<file path="config.mk">
export PLATFORM = sky130hd
export DESIGN_NAME = fault_mask_top
export DESIGN_NICKNAME = d
export VERILOG_FILES = /design/src/logic/fault_mask_pkg.sv /design/src/logic/fault_cfg_if.sv /design/src/logic/fault_mask_top.sv /design/src/logic/fault_regs.sv /design/src/logic/fault_combine.sv
export VERILOG_INCLUDE_DIRS = /design/src /design/src/logic
export SDC_FILE = /design/constraint.sdc
export NUM_CORES = 1
export LEC_CHECK = 0
export ABC_CLOCK_PERIOD_IN_PS = 3000
export BUFFER_PORTS_ARGS = -buffer_cell sky130_fd_sc_hd__buf_2
export CAP_MARGIN = 20
export CORE_UTILIZATION = 58
export CTS_BUF_LIST = sky130_fd_sc_hd__clkbuf_16
export DETAILED_ROUTE_END_ITERATION = 6
export PLACE_DENSITY_LB_ADDON = 0.05
export REMOVE_ABC_BUFFERS = 1
export SKIP_CTS_REPAIR_TIMING = 1
export SYNTH_ARGS = -nofsm -noshare
export SYNTH_HDL_FRONTEND = slang
export SYNTH_HIERARCHICAL = 1
export SYNTH_SLANG_ARGS = --single-unit
</file>
<file path="constraint.sdc">
create_clock -name clk_i -period 3 [get_ports clk_i]
set_clock_uncertainty 0.2 [all_clocks]
set_input_delay 0.15 -clock clk_i [delete_from_list [all_inputs] [get_ports clk_i]]
set_output_delay 0.15 -clock clk_i [all_outputs]
set_load 0.005 [all_outputs]
</file>
<file path="src/logic/fault_mask_defines.svh">
`ifndef FAULT_MASK_DEFINES_SVH
`define FAULT_MASK_DEFINES_SVH

// ****************************************************************
// Register indices on the serial register port
// ****************************************************************
`define FM_ADDR_W 12
`define FM_ADDR_CLR1 12'h105
`define FM_ADDR_CLR2 12'h106
`define FM_ADDR_CLR3 12'h107
`define FM_ADDR_MASK0 12'h108
`define FM_ADDR_MASK1 12'h109
`define FM_ADDR_MASK2 12'h10a

// ****************************************************************
// Reset values and field layouts
// ****************************************************************
`define FM_CLR_RST 16'h0000
`define FM_MASK_RST 16'h0000
`define FM_PINMASK_G1 16'h0600
`define FM_PINMASK_G3 16'h00bf
`define FM_VALID_G0 16'h73fd
`define FM_VALID_G2 16'hfffc
`define FM_VALID_ALL 16'hffff

`endif

</file>
<file path="src/logic/fault_mask_pkg.sv">
`include "fault_mask_defines.svh"

package fault_mask_pkg;

  typedef logic [15:0] fault_word_t;

  typedef enum logic [2:0] {
    SEL_NONE = 3'b000,
    SEL_CLR1 = 3'b001,
    SEL_CLR2 = 3'b010,
    SEL_CLR3 = 3'b011,
    SEL_MASK0 = 3'b100,
    SEL_MASK1 = 3'b101,
    SEL_MASK2 = 3'b110
  } reg_sel_t;

  function automatic reg_sel_t addr_to_sel(
    input logic [`FM_ADDR_W-1:0] addr
  );
    reg_sel_t sel;
    case (addr)
      `FM_ADDR_CLR1: sel = SEL_CLR1;
      `FM_ADDR_CLR2: sel = SEL_CLR2;
      `FM_ADDR_CLR3: sel = SEL_CLR3;
      `FM_ADDR_MASK0: sel = SEL_MASK0;
      `FM_ADDR_MASK1: sel = SEL_MASK1;
      `FM_ADDR_MASK2: sel = SEL_MASK2;
      default: sel = SEL_NONE;
    endcase
    return sel;
  endfunction : addr_to_sel

  // Set when any valid status bit is not blocked by its gate
  function automatic logic any_open(
    input fault_word_t status,
    input fault_word_t block,
    input fault_word_t valid
  );
    return |(status & ~block & valid);
  endfunction : any_open

endpackage : fault_mask_pkg

</file>
<file path="src/logic/fault_cfg_if.sv">
`timescale 1ns/1ps

interface fault_cfg_if;
  logic wr_en;
  fault_mask_pkg::reg_sel_t wr_sel;
  fault_mask_pkg::fault_word_t wdata;
  fault_mask_pkg::fault_word_t clr1;
  fault_mask_pkg::fault_word_t clr2;
  fault_mask_pkg::fault_word_t clr3;
  fault_mask_pkg::fault_word_t mask0;
  fault_mask_pkg::fault_word_t mask1;
  fault_mask_pkg::fault_word_t mask2;
  fault_mask_pkg::fault_word_t clr_pulse1;
  fault_mask_pkg::fault_word_t clr_pulse2;
  fault_mask_pkg::fault_word_t clr_pulse3;

  modport store (
    input wr_en, wr_sel, wdata,
    output clr1, clr2, clr3, mask0, mask1, mask2,
    output clr_pulse1, clr_pulse2, clr_pulse3
  );
  modport gate (
    input mask0, mask1, mask2
  );
endinterface : fault_cfg_if

</file>
<file path="src/logic/fault_mask_top.sv">
`timescale 1ns/1ps
`include "fault_mask_defines.svh"

// Contract
// (RQ1) Clear acts only on the same bit position
// (RQ2) Host clears flag after fault condition ends
// (RQ3) Groups one, three: alarm pins signal faults
// (RQ4) Groups zero, two: alarm regardless of masks
// (RQ5) Pin-maskable fault alarms only when unmasked
// (RQ6) Masked pin-maskable fault: no alarm, no safe
// (RQ7) Mask n gates safe mode of status n
// (RQ8) Mask bit one blocks safe; resets zero
// (RQ9) Pin-maskable: group1 bits 9,10; group3 0-5,7
// (RQ10) Group-two bits 0,1 are plain storage
// (RQ11) Group-two clear covers filter, driver, serial flags
// (RQ12) Filter overflow flags raise the alarm
// (RQ13) Group-three clear acts on group-three status
// (RQ14) Safe request: OR of unmasked valid status
module fault_mask_top (
  input wire logic clk_i,
  input wire logic nrst_i,
  input wire logic reg_wr_i,
  input wire logic reg_rd_i,
  input wire logic [`FM_ADDR_W-1:0] reg_addr_i,
  input wire fault_mask_pkg::fault_word_t reg_wdata_i,
  output fault_mask_pkg::fault_word_t reg_rdata_o,
  output logic reg_ack_o,
  output logic reg_err_o,
  input wire fault_mask_pkg::fault_word_t status_group0_i,
  input wire fault_mask_pkg::fault_word_t status_group1_i,
  input wire fault_mask_pkg::fault_word_t status_group2_i,
  input wire fault_mask_pkg::fault_word_t status_group3_i,
  input wire fault_mask_pkg::fault_word_t mask_group3_i,
  output fault_mask_pkg::fault_word_t clr_group1_o,
  output fault_mask_pkg::fault_word_t clr_group2_o,
  output fault_mask_pkg::fault_word_t clr_group3_o,
  output logic fault_hi_o,
  output logic fault_lo_n_o,
  output logic safe_req_o
);

  // ****************************************************************
  // Register port decode
  // ****************************************************************
  fault_cfg_if cfg ();

  fault_mask_pkg::reg_sel_t wr_sel;
  fault_mask_pkg::reg_sel_t rd_sel;
  fault_mask_pkg::fault_word_t next_rdata;
  logic wr_hit;
  logic rd_hit;
  logic req;
  logic next_err;
  logic alarm_raw;
  logic safe_raw;

  assign wr_sel = fault_mask_pkg::addr_to_sel(reg_addr_i);
  assign rd_sel = fault_mask_pkg::addr_to_sel(reg_addr_i);
  assign wr_hit = reg_wr_i && (wr_sel != fault_mask_pkg::SEL_NONE);
  assign rd_hit = reg_rd_i && !reg_wr_i;
  // A write wins when both strobes come together
  assign req = reg_wr_i || reg_rd_i;
  assign next_err = req && (wr_sel == fault_mask_pkg::SEL_NONE);

  assign cfg.wr_en = wr_hit;
  assign cfg.wr_sel = wr_sel;
  assign cfg.wdata = reg_wdata_i;

  assign next_rdata =
    !rd_hit ? '0 :
    (rd_sel == fault_mask_pkg::SEL_CLR1) ? cfg.clr1 :
    (rd_sel == fault_mask_pkg::SEL_CLR2) ? cfg.clr2 :
    (rd_sel == fault_mask_pkg::SEL_CLR3) ? cfg.clr3 :
    (rd_sel == fault_mask_pkg::SEL_MASK0) ? cfg.mask0 :
    (rd_sel == fault_mask_pkg::SEL_MASK1) ? cfg.mask1 :
    (rd_sel == fault_mask_pkg::SEL_MASK2) ? cfg.mask2 : '0;

  always_ff @(posedge clk_i or negedge nrst_i) begin
    if (!nrst_i) begin
      reg_rdata_o <= '0;
      reg_ack_o <= 1'b0;
      reg_err_o <= 1'b0;
    end else begin
      reg_rdata_o <= next_rdata;
      reg_ack_o <= req;
      reg_err_o <= next_err;
    end
  end

  // ****************************************************************
  // Storage and gating
  // ****************************************************************
  fault_regs u_regs (
    .clk_i(clk_i),
    .nrst_i(nrst_i),
    .cfg(cfg.store)
  );

  fault_combine u_combine (
    .status_group0_i(status_group0_i),
    .status_group1_i(status_group1_i),
    .status_group2_i(status_group2_i),
    .status_group3_i(status_group3_i),
    .mask_group3_i(mask_group3_i),
    .cfg(cfg.gate),
    .alarm_o(alarm_raw),
    .safe_o(safe_raw)
  );

  assign clr_group1_o = cfg.clr_pulse1; // RQ1
  assign clr_group2_o = cfg.clr_pulse2; // RQ11
  assign clr_group3_o = cfg.clr_pulse3; // RQ13

  // ****************************************************************
  // Alarm pins and safe-mode request
  // ****************************************************************
  // Registered so the pins never glitch while status words settle
  always_ff @(posedge clk_i or negedge nrst_i) begin
    if (!nrst_i) begin
      fault_hi_o <= 1'b0;
      fault_lo_n_o <= 1'b1;
      safe_req_o <= 1'b0;
    end else begin
      fault_hi_o <= alarm_raw; // RQ3
      fault_lo_n_o <= !alarm_raw; // RQ3
      safe_req_o <= safe_raw; // RQ14
    end
  end

  // ****************************************************************
  // Checks
  // ****************************************************************
  a_clear_group1: assert property ( // RQ1
    @(posedge clk_i) disable iff (!nrst_i)
    (reg_wr_i && reg_addr_i == `FM_ADDR_CLR1) |=>
      (clr_group1_o == $past(reg_wdata_i)) ##1 (clr_group1_o == '0
        || $past(reg_wr_i)))
    else $error("group one clear strobe wrong");

  a_clear_group2_rsvd: assert property ( // RQ10
    @(posedge clk_i) disable iff (!nrst_i)
    (reg_wr_i && reg_addr_i == `FM_ADDR_CLR2) |=>
      (clr_group2_o[1:0] == 2'h0) &&
      (clr_group2_o[15:2] == $past(reg_wdata_i[15:2])))
    else $error("group two clear strobe wrong");

  a_clear_group3: assert property ( // RQ13
    @(posedge clk_i) disable iff (!nrst_i)
    (reg_wr_i && reg_addr_i == `FM_ADDR_CLR3) |=>
      (clr_group3_o == $past(reg_wdata_i)) && (clr_group1_o == '0))
    else $error("group three clear strobe wrong");

  a_alarm_pin_pair: assert property ( // RQ3
    @(posedge clk_i) disable iff (!nrst_i)
    fault_hi_o == !fault_lo_n_o)
    else $error("alarm pins not complementary");

  a_alarm_group02: assert property ( // RQ4
    @(posedge clk_i) disable iff (!nrst_i)
    ((status_group0_i & `FM_VALID_G0) != '0 ||
     (status_group2_i & `FM_VALID_G2) != '0) |=>
      fault_hi_o && !fault_lo_n_o)
    else $error("group zero or two fault not on pins");

  a_alarm_plain_g1: assert property ( // RQ3
    @(posedge clk_i) disable iff (!nrst_i)
    ((status_group1_i & ~`FM_PINMASK_G1) != '0) |=> fault_hi_o)
    else $error("group one fault not on pins");

  a_pin_open_fires: assert property ( // RQ5
    @(posedge clk_i) disable iff (!nrst_i)
    ((status_group3_i & `FM_PINMASK_G3 & ~mask_group3_i) != '0) |=>
      fault_hi_o && safe_req_o)
    else $error("unmasked pin fault missed");

  a_pin_masked_quiet: assert property ( // RQ6
    @(posedge clk_i) disable iff (!nrst_i)
    ((status_group0_i & `FM_VALID_G0) == '0 &&
     (status_group2_i & `FM_VALID_G2) == '0 &&
     (status_group3_i & ~(mask_group3_i & `FM_PINMASK_G3)) == '0 &&
     (status_group1_i & ~(cfg.mask1 & `FM_PINMASK_G1)) == '0) |=>
      !fault_hi_o)
    else $error("masked pin fault drove the alarm");

  a_mask_blocks_safe: assert property ( // RQ7
    @(posedge clk_i) disable iff (!nrst_i)
    ((status_group0_i & ~cfg.mask0) == '0 &&
     (status_group1_i & ~cfg.mask1) == '0 &&
     (status_group2_i & ~cfg.mask2 & `FM_VALID_G2) == '0 &&
     (status_group3_i & ~mask_group3_i) == '0) |=> !safe_req_o)
    else $error("masked fault requested safe mode");

  a_mask_write_holds: assert property ( // RQ8
    @(posedge clk_i) disable iff (!nrst_i)
    (reg_wr_i && reg_addr_i == `FM_ADDR_MASK1) ##1 !reg_wr_i |->
      (cfg.mask1 == $past(reg_wdata_i)))
    else $error("mask write not stored");

  a_read_answer: assert property (
    @(posedge clk_i) disable iff (!nrst_i)
    (reg_rd_i && !reg_wr_i && reg_addr_i == `FM_ADDR_MASK2) |=>
      reg_ack_o && !reg_err_o && (reg_rdata_o == cfg.mask2))
    else $error("mask read answer wrong");

  a_clear_idle_zero: assert property ( // RQ1
    @(posedge clk_i) disable iff (!nrst_i)
    !reg_wr_i |=>
      (clr_group1_o == '0) && (clr_group2_o == '0) &&
      (clr_group3_o == '0))
    else $error("clear strobe without a write");

  a_clear_group1_only: assert property ( // RQ1
    @(posedge clk_i) disable iff (!nrst_i)
    (reg_wr_i && reg_addr_i == `FM_ADDR_CLR1) |=>
      (clr_group2_o == '0) && (clr_group3_o == '0))
    else $error("group one clear reached another group");

  a_clear_group2_only: assert property ( // RQ11
    @(posedge clk_i) disable iff (!nrst_i)
    (reg_wr_i && reg_addr_i == `FM_ADDR_CLR2) |=>
      (clr_group1_o == '0) && (clr_group3_o == '0))
    else $error("group two clear reached another group");

  a_clear_word_kept: assert property ( // RQ10
    @(posedge clk_i) disable iff (!nrst_i)
    (reg_wr_i && reg_addr_i == `FM_ADDR_CLR2) |=>
      (cfg.clr2 == $past(reg_wdata_i)))
    else $error("group two clear word not stored");

  a_mask2_rsvd_kept: assert property ( // RQ10
    @(posedge clk_i) disable iff (!nrst_i)
    (reg_wr_i && reg_addr_i == `FM_ADDR_MASK2) |=>
      (cfg.mask2[1:0] == $past(reg_wdata_i[1:0])))
    else $error("group two mask reserved bits not stored");

  a_unmapped_ignored: assert property (
    @(posedge clk_i) disable iff (!nrst_i)
    (reg_wr_i && (reg_addr_i < `FM_ADDR_CLR1 ||
                  reg_addr_i > `FM_ADDR_MASK2)) |=>
      (cfg.mask0 == $past(cfg.mask0)) && (cfg.mask1 == $past(cfg.mask1)) &&
      (cfg.mask2 == $past(cfg.mask2)) && reg_err_o)
    else $error("unmapped write changed state");

  a_read_unmapped: assert property (
    @(posedge clk_i) disable iff (!nrst_i)
    (reg_rd_i && (reg_addr_i < `FM_ADDR_CLR1 ||
                  reg_addr_i > `FM_ADDR_MASK2)) |=>
      reg_ack_o && reg_err_o && (reg_rdata_o == '0))
    else $error("unmapped read answer wrong");

  a_idle_no_answer: assert property (
    @(posedge clk_i) disable iff (!nrst_i)
    !(reg_wr_i || reg_rd_i) |=>
      !reg_ack_o && !reg_err_o && (reg_rdata_o == '0))
    else $error("answer without a request");

  a_both_strobes: assert property (
    @(posedge clk_i) disable iff (!nrst_i)
    (reg_wr_i && reg_rd_i) |=> reg_ack_o && (reg_rdata_o == '0))
    else $error("write with read strobe answered data");

  a_alarm_plain_g3: assert property ( // RQ3
    @(posedge clk_i) disable iff (!nrst_i)
    ((status_group3_i & ~`FM_PINMASK_G3) != '0) |=> fault_hi_o)
    else $error("group three fault not on pins");

  a_pin_open_g1: assert property ( // RQ5
    @(posedge clk_i) disable iff (!nrst_i)
    ((status_group1_i & `FM_PINMASK_G1 & ~cfg.mask1) != '0) |=>
      fault_hi_o && !fault_lo_n_o && safe_req_o)
    else $error("unmasked group one pin fault missed");

  a_safe_open_g0: assert property ( // RQ7
    @(posedge clk_i) disable iff (!nrst_i)
    ((status_group0_i & `FM_VALID_G0 & ~cfg.mask0) != '0) |=> safe_req_o)
    else $error("unmasked group zero fault missed safe mode");

  a_safe_open_g1: assert property ( // RQ7
    @(posedge clk_i) disable iff (!nrst_i)
    ((status_group1_i & ~cfg.mask1) != '0) |=> safe_req_o)
    else $error("unmasked group one fault missed safe mode");

  a_safe_open_g2: assert property ( // RQ7
    @(posedge clk_i) disable iff (!nrst_i)
    ((status_group2_i & `FM_VALID_G2 & ~cfg.mask2) != '0) |=> safe_req_o)
    else $error("unmasked group two fault missed safe mode");

  a_safe_open_g3: assert property ( // RQ14
    @(posedge clk_i) disable iff (!nrst_i)
    ((status_group3_i & ~mask_group3_i) != '0) |=> safe_req_o)
    else $error("unmasked group three fault missed safe mode");

  a_rsvd_quiet: assert property ( // RQ14
    @(posedge clk_i) disable iff (!nrst_i)
    (status_group1_i == '0 && status_group3_i == '0 &&
     (status_group0_i & `FM_VALID_G0) == '0 &&
     (status_group2_i & `FM_VALID_G2) == '0) |=>
      !fault_hi_o && fault_lo_n_o && !safe_req_o)
    else $error("reserved status bit raised an output");

  a_reset_values: assert property ( // RQ8
    @(posedge clk_i)
    (!nrst_i ##1 nrst_i) |->
      (cfg.mask0 == `FM_MASK_RST) && (cfg.mask1 == `FM_MASK_RST) &&
      (cfg.mask2 == `FM_MASK_RST) && (cfg.clr2 == `FM_CLR_RST) &&
      !fault_hi_o && fault_lo_n_o && !safe_req_o)
    else $error("state not at reset values after release");

endmodule : fault_mask_top

</file>
<file path="src/logic/fault_regs.sv">
`timescale 1ns/1ps
`include "fault_mask_defines.svh"

module fault_regs (
  input wire logic clk_i,
  input wire logic nrst_i,
  fault_cfg_if.store cfg
);

  logic hit_clr1;
  logic hit_clr2;
  logic hit_clr3;

  assign hit_clr1 = cfg.wr_en && (cfg.wr_sel == fault_mask_pkg::SEL_CLR1);
  assign hit_clr2 = cfg.wr_en && (cfg.wr_sel == fault_mask_pkg::SEL_CLR2);
  assign hit_clr3 = cfg.wr_en && (cfg.wr_sel == fault_mask_pkg::SEL_CLR3);

  // ****************************************************************
  // Stored words
  // ****************************************************************
  always_ff @(posedge clk_i or negedge nrst_i) begin
    if (!nrst_i) begin
      cfg.clr1 <= `FM_CLR_RST;
      cfg.clr2 <= `FM_CLR_RST;
      cfg.clr3 <= `FM_CLR_RST;
      cfg.mask0 <= `FM_MASK_RST; // RQ8
      cfg.mask1 <= `FM_MASK_RST; // RQ8
      cfg.mask2 <= `FM_MASK_RST; // RQ8
    end else if (cfg.wr_en) begin
      case (cfg.wr_sel)
        fault_mask_pkg::SEL_CLR1: cfg.clr1 <= cfg.wdata;
        // Bits 1:0 are kept as plain storage
        fault_mask_pkg::SEL_CLR2: cfg.clr2 <= cfg.wdata; // RQ10
        fault_mask_pkg::SEL_CLR3: cfg.clr3 <= cfg.wdata;
        fault_mask_pkg::SEL_MASK0: cfg.mask0 <= cfg.wdata;
        fault_mask_pkg::SEL_MASK1: cfg.mask1 <= cfg.wdata;
        fault_mask_pkg::SEL_MASK2: cfg.mask2 <= cfg.wdata; // RQ10
        default: ;
      endcase
    end
  end

  // ****************************************************************
  // One-cycle clear strobes, one bit per status position
  // ****************************************************************
  always_ff @(posedge clk_i or negedge nrst_i) begin
    if (!nrst_i) begin
      cfg.clr_pulse1 <= `FM_CLR_RST;
      cfg.clr_pulse2 <= `FM_CLR_RST;
      cfg.clr_pulse3 <= `FM_CLR_RST;
    end else begin
      cfg.clr_pulse1 <= hit_clr1 ? cfg.wdata : `FM_CLR_RST; // RQ1
      // Reserved positions carry no fault, so they never strobe
      cfg.clr_pulse2 <= hit_clr2 ? (cfg.wdata & `FM_VALID_G2) :
                                   `FM_CLR_RST; // RQ11
      cfg.clr_pulse3 <= hit_clr3 ? cfg.wdata : `FM_CLR_RST; // RQ13
    end
  end

endmodule : fault_regs

</file>
<file path="src/logic/fault_combine.sv">
`timescale 1ns/1ps
`include "fault_mask_defines.svh"

module fault_combine (
  input wire fault_mask_pkg::fault_word_t status_group0_i,
  input wire fault_mask_pkg::fault_word_t status_group1_i,
  input wire fault_mask_pkg::fault_word_t status_group2_i,
  input wire fault_mask_pkg::fault_word_t status_group3_i,
  input wire fault_mask_pkg::fault_word_t mask_group3_i,
  fault_cfg_if.gate cfg,
  output logic alarm_o,
  output logic safe_o
);

  fault_mask_pkg::fault_word_t pin_block1;
  fault_mask_pkg::fault_word_t pin_block3;
  logic alarm_g02;
  logic alarm_g1;
  logic alarm_g3;

  // Only pin-maskable positions let the mask reach the alarm pins
  assign pin_block1 = cfg.mask1 & `FM_PINMASK_G1; // RQ9
  assign pin_block3 = mask_group3_i & `FM_PINMASK_G3; // RQ9

  assign alarm_g02 =
    fault_mask_pkg::any_open(status_group0_i, '0, `FM_VALID_G0) ||
    fault_mask_pkg::any_open(status_group2_i, '0, `FM_VALID_G2); // RQ4 RQ12
  assign alarm_g1 = fault_mask_pkg::any_open(status_group1_i, pin_block1,
                                             `FM_VALID_ALL); // RQ3 RQ5 RQ6
  assign alarm_g3 = fault_mask_pkg::any_open(status_group3_i, pin_block3,
                                             `FM_VALID_ALL); // RQ3 RQ5 RQ6
  assign alarm_o = alarm_g02 || alarm_g1 || alarm_g3;

  assign safe_o =
    fault_mask_pkg::any_open(status_group0_i, cfg.mask0, `FM_VALID_G0) ||
    fault_mask_pkg::any_open(status_group1_i, cfg.mask1, `FM_VALID_ALL) ||
    fault_mask_pkg::any_open(status_group2_i, cfg.mask2, `FM_VALID_G2) ||
    fault_mask_pkg::any_open(status_group3_i, mask_group3_i,
                             `FM_VALID_ALL); // RQ7 RQ14

endmodule : fault_combine

</file>
# Yosys cells after proc, flatten, opt, wreduce, memory -nomap -nowiden
# Cells that the tools add are included.
dict set report word_totals {
  ff_bits 165
  output_inout_bits 69
}
dict set report op_classes {
  eq_ne 12
  bitwise_logic 12
  mux 11
  reduce_logical 31
}
# op count
set ops {}
lappend ops {{$mux W16} 10}
lappend ops {{$and A16 B16 Y16} 5}
lappend ops {{$eq A12 B9 Y1 const B} 6}
lappend ops {{$reduce_or A16 Y1} 4}
lappend ops {{$not A16 Y16} 3}
lappend ops {{$reduce_or A14 Y1} 2}
lappend ops {{$reduce_or A12 Y1} 2}
lappend ops {{$pmux W3 S6} 1}
lappend ops {{$not A11 Y16} 1}
lappend ops {{$not A8 Y16} 1}
lappend ops {{$and A15 B15 Y15} 1}
lappend ops {{$not A15 Y15} 1}
lappend ops {{$reduce_and A2 Y1} 6}
lappend ops {{$eq A3 B3 Y1 const B} 3}
lappend ops {{$logic_or A1 B1 Y1} 7}
lappend ops {{$eq A3 B2 Y1 const B} 2}
lappend ops {{$logic_and A1 B1 Y1} 6}
lappend ops {{$eq A3 B1 Y1 const B} 1}
lappend ops {{$logic_not A3 Y1} 1}
lappend ops {{$reduce_bool A3 Y1} 1}
lappend ops {{$logic_not A1 Y1} 2}

# Longest topological paths before layout
dict set report depth {
  ltp_word 10
  ltp_mapped 10
  ltp_nobuf 6
}

# Cells and area by module
# The synthesis kept the hierarchy.
# mod instances cells_per_inst seq_area_each_um2 area_per_inst_um2
set by_module_without_submodules {}
lappend by_module_without_submodules {fault_regs 1 335 3553.4 5175.0}
lappend by_module_without_submodules {fault_mask_top 1 167 526.8 1565.3}
lappend by_module_without_submodules {fault_combine 1 111 0.0 604.3}

# Worst setup path before layout
# Ideal clock, no wire load.
dict set report synth_path {
  path_kind {input to register}
  startpoint {input reg_addr_i[1]}
  endpoint {register u_regs.cfg.mask0[10]}
  setup_slack_ns 0.671
  t_required_ns 2.675
  setup_ns 0.125
  path_stages 9
  arrival_ns 2.004
  path_cell_list {or3b_1 -> clkbuf_1 -> clkbuf_1 -> a211oi_1 -> buf_6 -> and4bb_1 -> buf_6 -> buf_12 -> mux2_4}
}
dict set report synth_via {
  elab_chain_len 5
}
# item line_no
set synth_lines {}
lappend synth_lines {{start, declared} fault_mask_top.sv:24} ;# input wire logic [`FM_ADDR_W-1:0] reg_addr_i,
lappend synth_lines {{$eq A12 B9 Y1} fault_mask_pkg.sv:21} ;# case (addr)
lappend synth_lines {{$pmux W3 S6 *} fault_mask_pkg.sv:21}
lappend synth_lines {{via cfg.wr_sel[0]} fault_cfg_if.sv:5} ;# fault_mask_pkg::reg_sel_t wr_sel;
lappend synth_lines {{$reduce_bool A3 Y1} fault_mask_top.sv:59} ;# assign wr_hit = reg_wr_i && (wr_sel != fault_mask_pkg::SEL_NONE);
lappend synth_lines {{$logic_and A1 B1 Y1} fault_mask_top.sv:59}
lappend synth_lines {{$reduce_and A2 Y1 (no source line) *} -}
lappend synth_lines {{end signal, assigned} fault_regs.sv:26} ;# cfg.mask0 <= `FM_MASK_RST;
lappend synth_lines {{end signal, assigned} fault_regs.sv:35} ;# fault_mask_pkg::SEL_MASK0: cfg.mask0 <= cfg.wdata;
lappend synth_lines {{end, declared} fault_cfg_if.sv:19} ;# output clr1, clr2, clr3, mask0, mask1, mask2,
# The timed path passes the listed nets; every way through them passes the cells marked *.
# A chain may end at the register's enable or synchronous reset.

# Final worst setup path
dict set report layout_path {
  startpoint {register u_regs.cfg.mask2[10]}
  endpoint {register safe_req_o}
}
dict set report layout_via {
  elab_chain_len 5
}
# item line_no
set layout_lines {}
lappend layout_lines {{start, declared} fault_cfg_if.sv:19}
lappend layout_lines {{start signal, assigned} fault_regs.sv:28} ;# cfg.mask2 <= `FM_MASK_RST;
lappend layout_lines {{start signal, assigned} fault_regs.sv:37} ;# fault_mask_pkg::SEL_MASK2: cfg.mask2 <= cfg.wdata;
lappend layout_lines {{$not A16 Y16} fault_mask_pkg.sv:39} ;# return |(status & ~block & valid);
lappend layout_lines {{$and A16 B16 Y16} fault_mask_pkg.sv:39}
lappend layout_lines {{$reduce_or A14 Y1} fault_mask_pkg.sv:39}
lappend layout_lines {{$logic_or A1 B1 Y1 (2 in a row)} fault_combine.sv:35} ;# fault_mask_pkg::any_open(status_group0_i, cfg.mask0, `FM_VALID_G0) ||
lappend layout_lines {{via safe_raw} fault_mask_top.sv:55} ;# logic safe_raw;
lappend layout_lines {{end signal, assigned} fault_mask_top.sv:126} ;# safe_req_o <= safe_raw;
lappend layout_lines {{end, declared} fault_mask_top.sv:39} ;# output logic safe_req_o
# The timed path passes the listed nets, and every way through them passes these cells.

==> results.md <==
- Clk sinks: 163
- Reg2reg setup slack: 210 ps
- Syn Inst Count: 613
- Cell Chain, Critical Path: o22ai_1 -> a221oi_1 -> dlygate4sd3_1 -> nand4_1 -> dlygate4sd3_1 -> or3_1
- EDFF count, synth: 0
- Overall power: 4.479 mW
- Clock transition at path regs: 60 ps
- Yosys cell types: 56
- Max Freq: 358.6 MHz
- Top delay family on crit path: buffers and inverters
- DR pass1 iterations: 5
- Unrepaired setup endpoints after global routing: no
- Final setup fails: 0
- # fillers: 848
- Core Region: 12,160 um2
- Area fraction in compound gates after synthesis: 16.18%
- CP max stage cell: dlygate4sd3_1
- First-pass GRT wire length: 31.86 mm
- Startpoint Class: flip-flop
- Critical R2R Capture: safe_req_o
- Top_reg_cell synth: dfrtp_1
- Antenna violations before repair: 0
- Diode count: 0
- Tcrit/Tclk final: 92.96%
- Sequential Area: 4080 um2
- Mux share of post-synthesis cell area: 10.68%
- Final ANT Viol Nets: 0
- Worst setup path end: safe_req_o
- Cell mode on critical path: dlygate4sd3_1
- Gr ovfl total: 0
- Seq/Total Area, Yosys: 55.55%
- DP Wirelength: 14.41 mm
- Nets@finish: 928
- H-tree depth: 4
- CTS tree: yes
- Max Slew Vio Count: 0
- WS Path Type: flip-flop to flip-flop
- P per Cell Area: 487.3 nW/um2
- Area Growth Syn to Fin: 25.13%
- Routed vias/inst: 5.978
- Starting Density: 60.39%
- Tmin final: 2789 ps
- Worst min path class: input pin to flip-flop
- Run status: complete, no violations
- WL per Instance: 21.04 um
- Post-Place Cells: 933
- Pin slew with the least headroom to its limit: 895.4 ps
- Final setup TNS: 0 ps
- Number of top-level pins: 181
- Worst path bufs/invs: 2
- Netlist Area Pre-Place: 7345 um2
- Vias: 5,960
- Worst VDD drop: 0.5194 mV
- Initial drt markers: 598
- # rows: 40
- Ys async rst share: 100.0%
- DRC violation count after routing: 0
- Die Ht: 114.5 um
- Area of the multi-input gates: 2765 um2
- GRT Overall Usage: 33.17%
- Port bufs: 172
- Drt total wl: 20.98 mm
- P_leak: 4.628 nW
- Most common cell after layout, fill and taps aside: buf_2
- GPL Wtd Cong: 0.9149
- Final Non-Filler Cells: 997
- Slew headroom: 40.31%
- XOR/XNOR Fraction of Synth Area: 0%
- Commonest non-fill, non-tap cells in the layout: buf_2 (171), dfrtp_1 (162), nor2_1 (66), inv_1 (56), mux2_2 (43)
- Crit path capture type: flip-flop
- Number of global-route vias before repair: 5,776
- Adder-cell share of the synthesized area: 0%
- Crit. path cell count: 6
- Post-synthesis simple-gate area fraction: 10.68%
- Average size of a mapped cell: 11.98 um2
- WP data required: 3100 ps
- Inserted Clock Buffers: 17
- Clock root cell: clkbuf_16
- Largest family of logic cells by synthesized area: compound AO/OA/AOI/OAI gates
- Final hold viol count: 0
- Worst r2r src: u_regs/cfg.mask2[10]
- Reg2Reg Depth: 6
- Crit path largest cell delay: 610 ps
- Synth warnings: 6
- Worst-Skew Late Latency: 420 ps
- Worst Path Arrival: 2890 ps
- Max-cap violations: 0
- Layout cells sized above 1: 36.43%
- FF+latch count, synth: 163
- WHS: 35.56 ps
- Largest net degree at the start of global routing: 77
- Chip Width: 114.5 um
- Clock buffer depth: 2
- Worst Path Max Fanout: 3
- Die Area: 13,120 um2
- Critical Path Source: u_regs/cfg.mask2[10]
[where the power goes]
| part | internal (mW) | total, mW | switching, mW | leakage [nW] |
|---|---|---|---|---|
| Combinational | 0.117 | 0.285 | 0.169 | 2.12 |
| Clock | 1.13 | 1.99 | 0.866 | 0.253 |
| Sequential | 2.20 | 2.20 | 0.000291 | 2.26 |
[synth_stat cells, types with 5 or more instances]
| master | instances | area (um2) |
|---|---|---|
| o22ai_1 | 18 | 112.6 |
| dfrtp_1 | 162 | 4054 |
| nand2b_1 | 9 | 56.30 |
| nand2_1 | 15 | 56.30 |
| buf_2 | 11 | 55.05 |
| clkbuf_1 | 17 | 63.81 |
| nand3_1 | 5 | 25.02 |
| inv_1 | 56 | 210.2 |
| mux2_4 | 10 | 150.1 |
| a22oi_1 | 15 | 112.6 |
| nor2_1 | 66 | 247.7 |
| buf_4 | 5 | 37.54 |
| a31oi_1 | 15 | 93.84 |
| o21ai_0 | 16 | 80.08 |
| mux2i_1 | 15 | 150.1 |
| buf_6 | 9 | 101.4 |
| o2bb2ai_1 | 36 | 315.3 |
| o32ai_2 | 10 | 162.7 |
| mux2_2 | 43 | 484.2 |
| o32ai_1 | 6 | 52.55 |
| o2bb2ai_2 | 6 | 90.09 |
| nor4_1 | 12 | 75.07 |
[logic make-up (layout without fill, tap and decap cells)]
group | count (synthesis) | count (layout)
DFF | 163 | 163
and+or+nand+nor | 141 | 141
AOI/OAI and AO/OA | 140 | 140
buffers and inverters | 100 | 315
muxes | 68 | 68
other | 1 | 2
[sequential cells by signal, summed over array words and instances (netlist names), 14 cells and up]
name,flops
u_regs/cfg.clr2,16
u_regs/cfg.clr_pulse3,16
u_regs/cfg.mask1,16
u_regs/cfg.mask2,16
u_regs/cfg.clr3,16
u_regs/cfg.clr_pulse1,16
u_regs/cfg.clr1,16
u_regs/cfg.clr_pulse2,14
reg_rdata_o,16
u_regs/cfg.mask0,16
[cell type report]
cell class / instances / share of cell area (%)
Sequential cell: 163 / 44.40
Timing Repair Buffer: 227 / 15.07
Clock inverter: 15 / 1.239
Tap cell: 168 / 2.287
Clock buffer: 17 / 4.629
Inverter: 56 / 2.287
Multi-Input combinational cell: 351 / 30.09
[metal layers]
layer	vias to the layer above	wire [um]	share of wire [%]	track usage (%)
met1	3028	8480	40	43.72
met5	-	0	0	0
met4	0	578	2.8	12.55
li1	2616	-	-	-
met2	274	10570	50	53.94
met3	42	1349	6.4	7.464
[worst min path at each step]
stage,from,endpoint,slack (ps),cells after the start
finish,mask_group3_i[14],safe_req_o,40,5
global route,mask_group3_i[14],safe_req_o,40,5
CTS,nrst_i,u_regs/cfg.mask1[9],-410,1
detailed placement,nrst_i,u_regs/cfg.mask1[9],40,1
global placement,nrst_i,u_regs/cfg.mask1[10],20,1
floorplan,nrst_i,fault_hi_o,-350,0
[metrics by stage]
stage	cell area, um2	util, %	setup slack, ps
2_1_floorplan	7056	-	151.5
3_3_place_gp	8330	68.50	494.3
3_5_place_dp	8330	68.50	460.5
4_1_cts	8870	72.93	886.0
5_1_grt	9190	75.57	142.8
6_report	9190	75.57	211.3
[tightest hold or removal path, delay by kind of cell]
kind / cells / cell delay (ps)
AND/OR/NAND/NOR: 3 / 250
buffers and inverters: 1 / 100
AO/OA/AOI/OAI: 1 / 120
(Power assumes the default switching activity.)
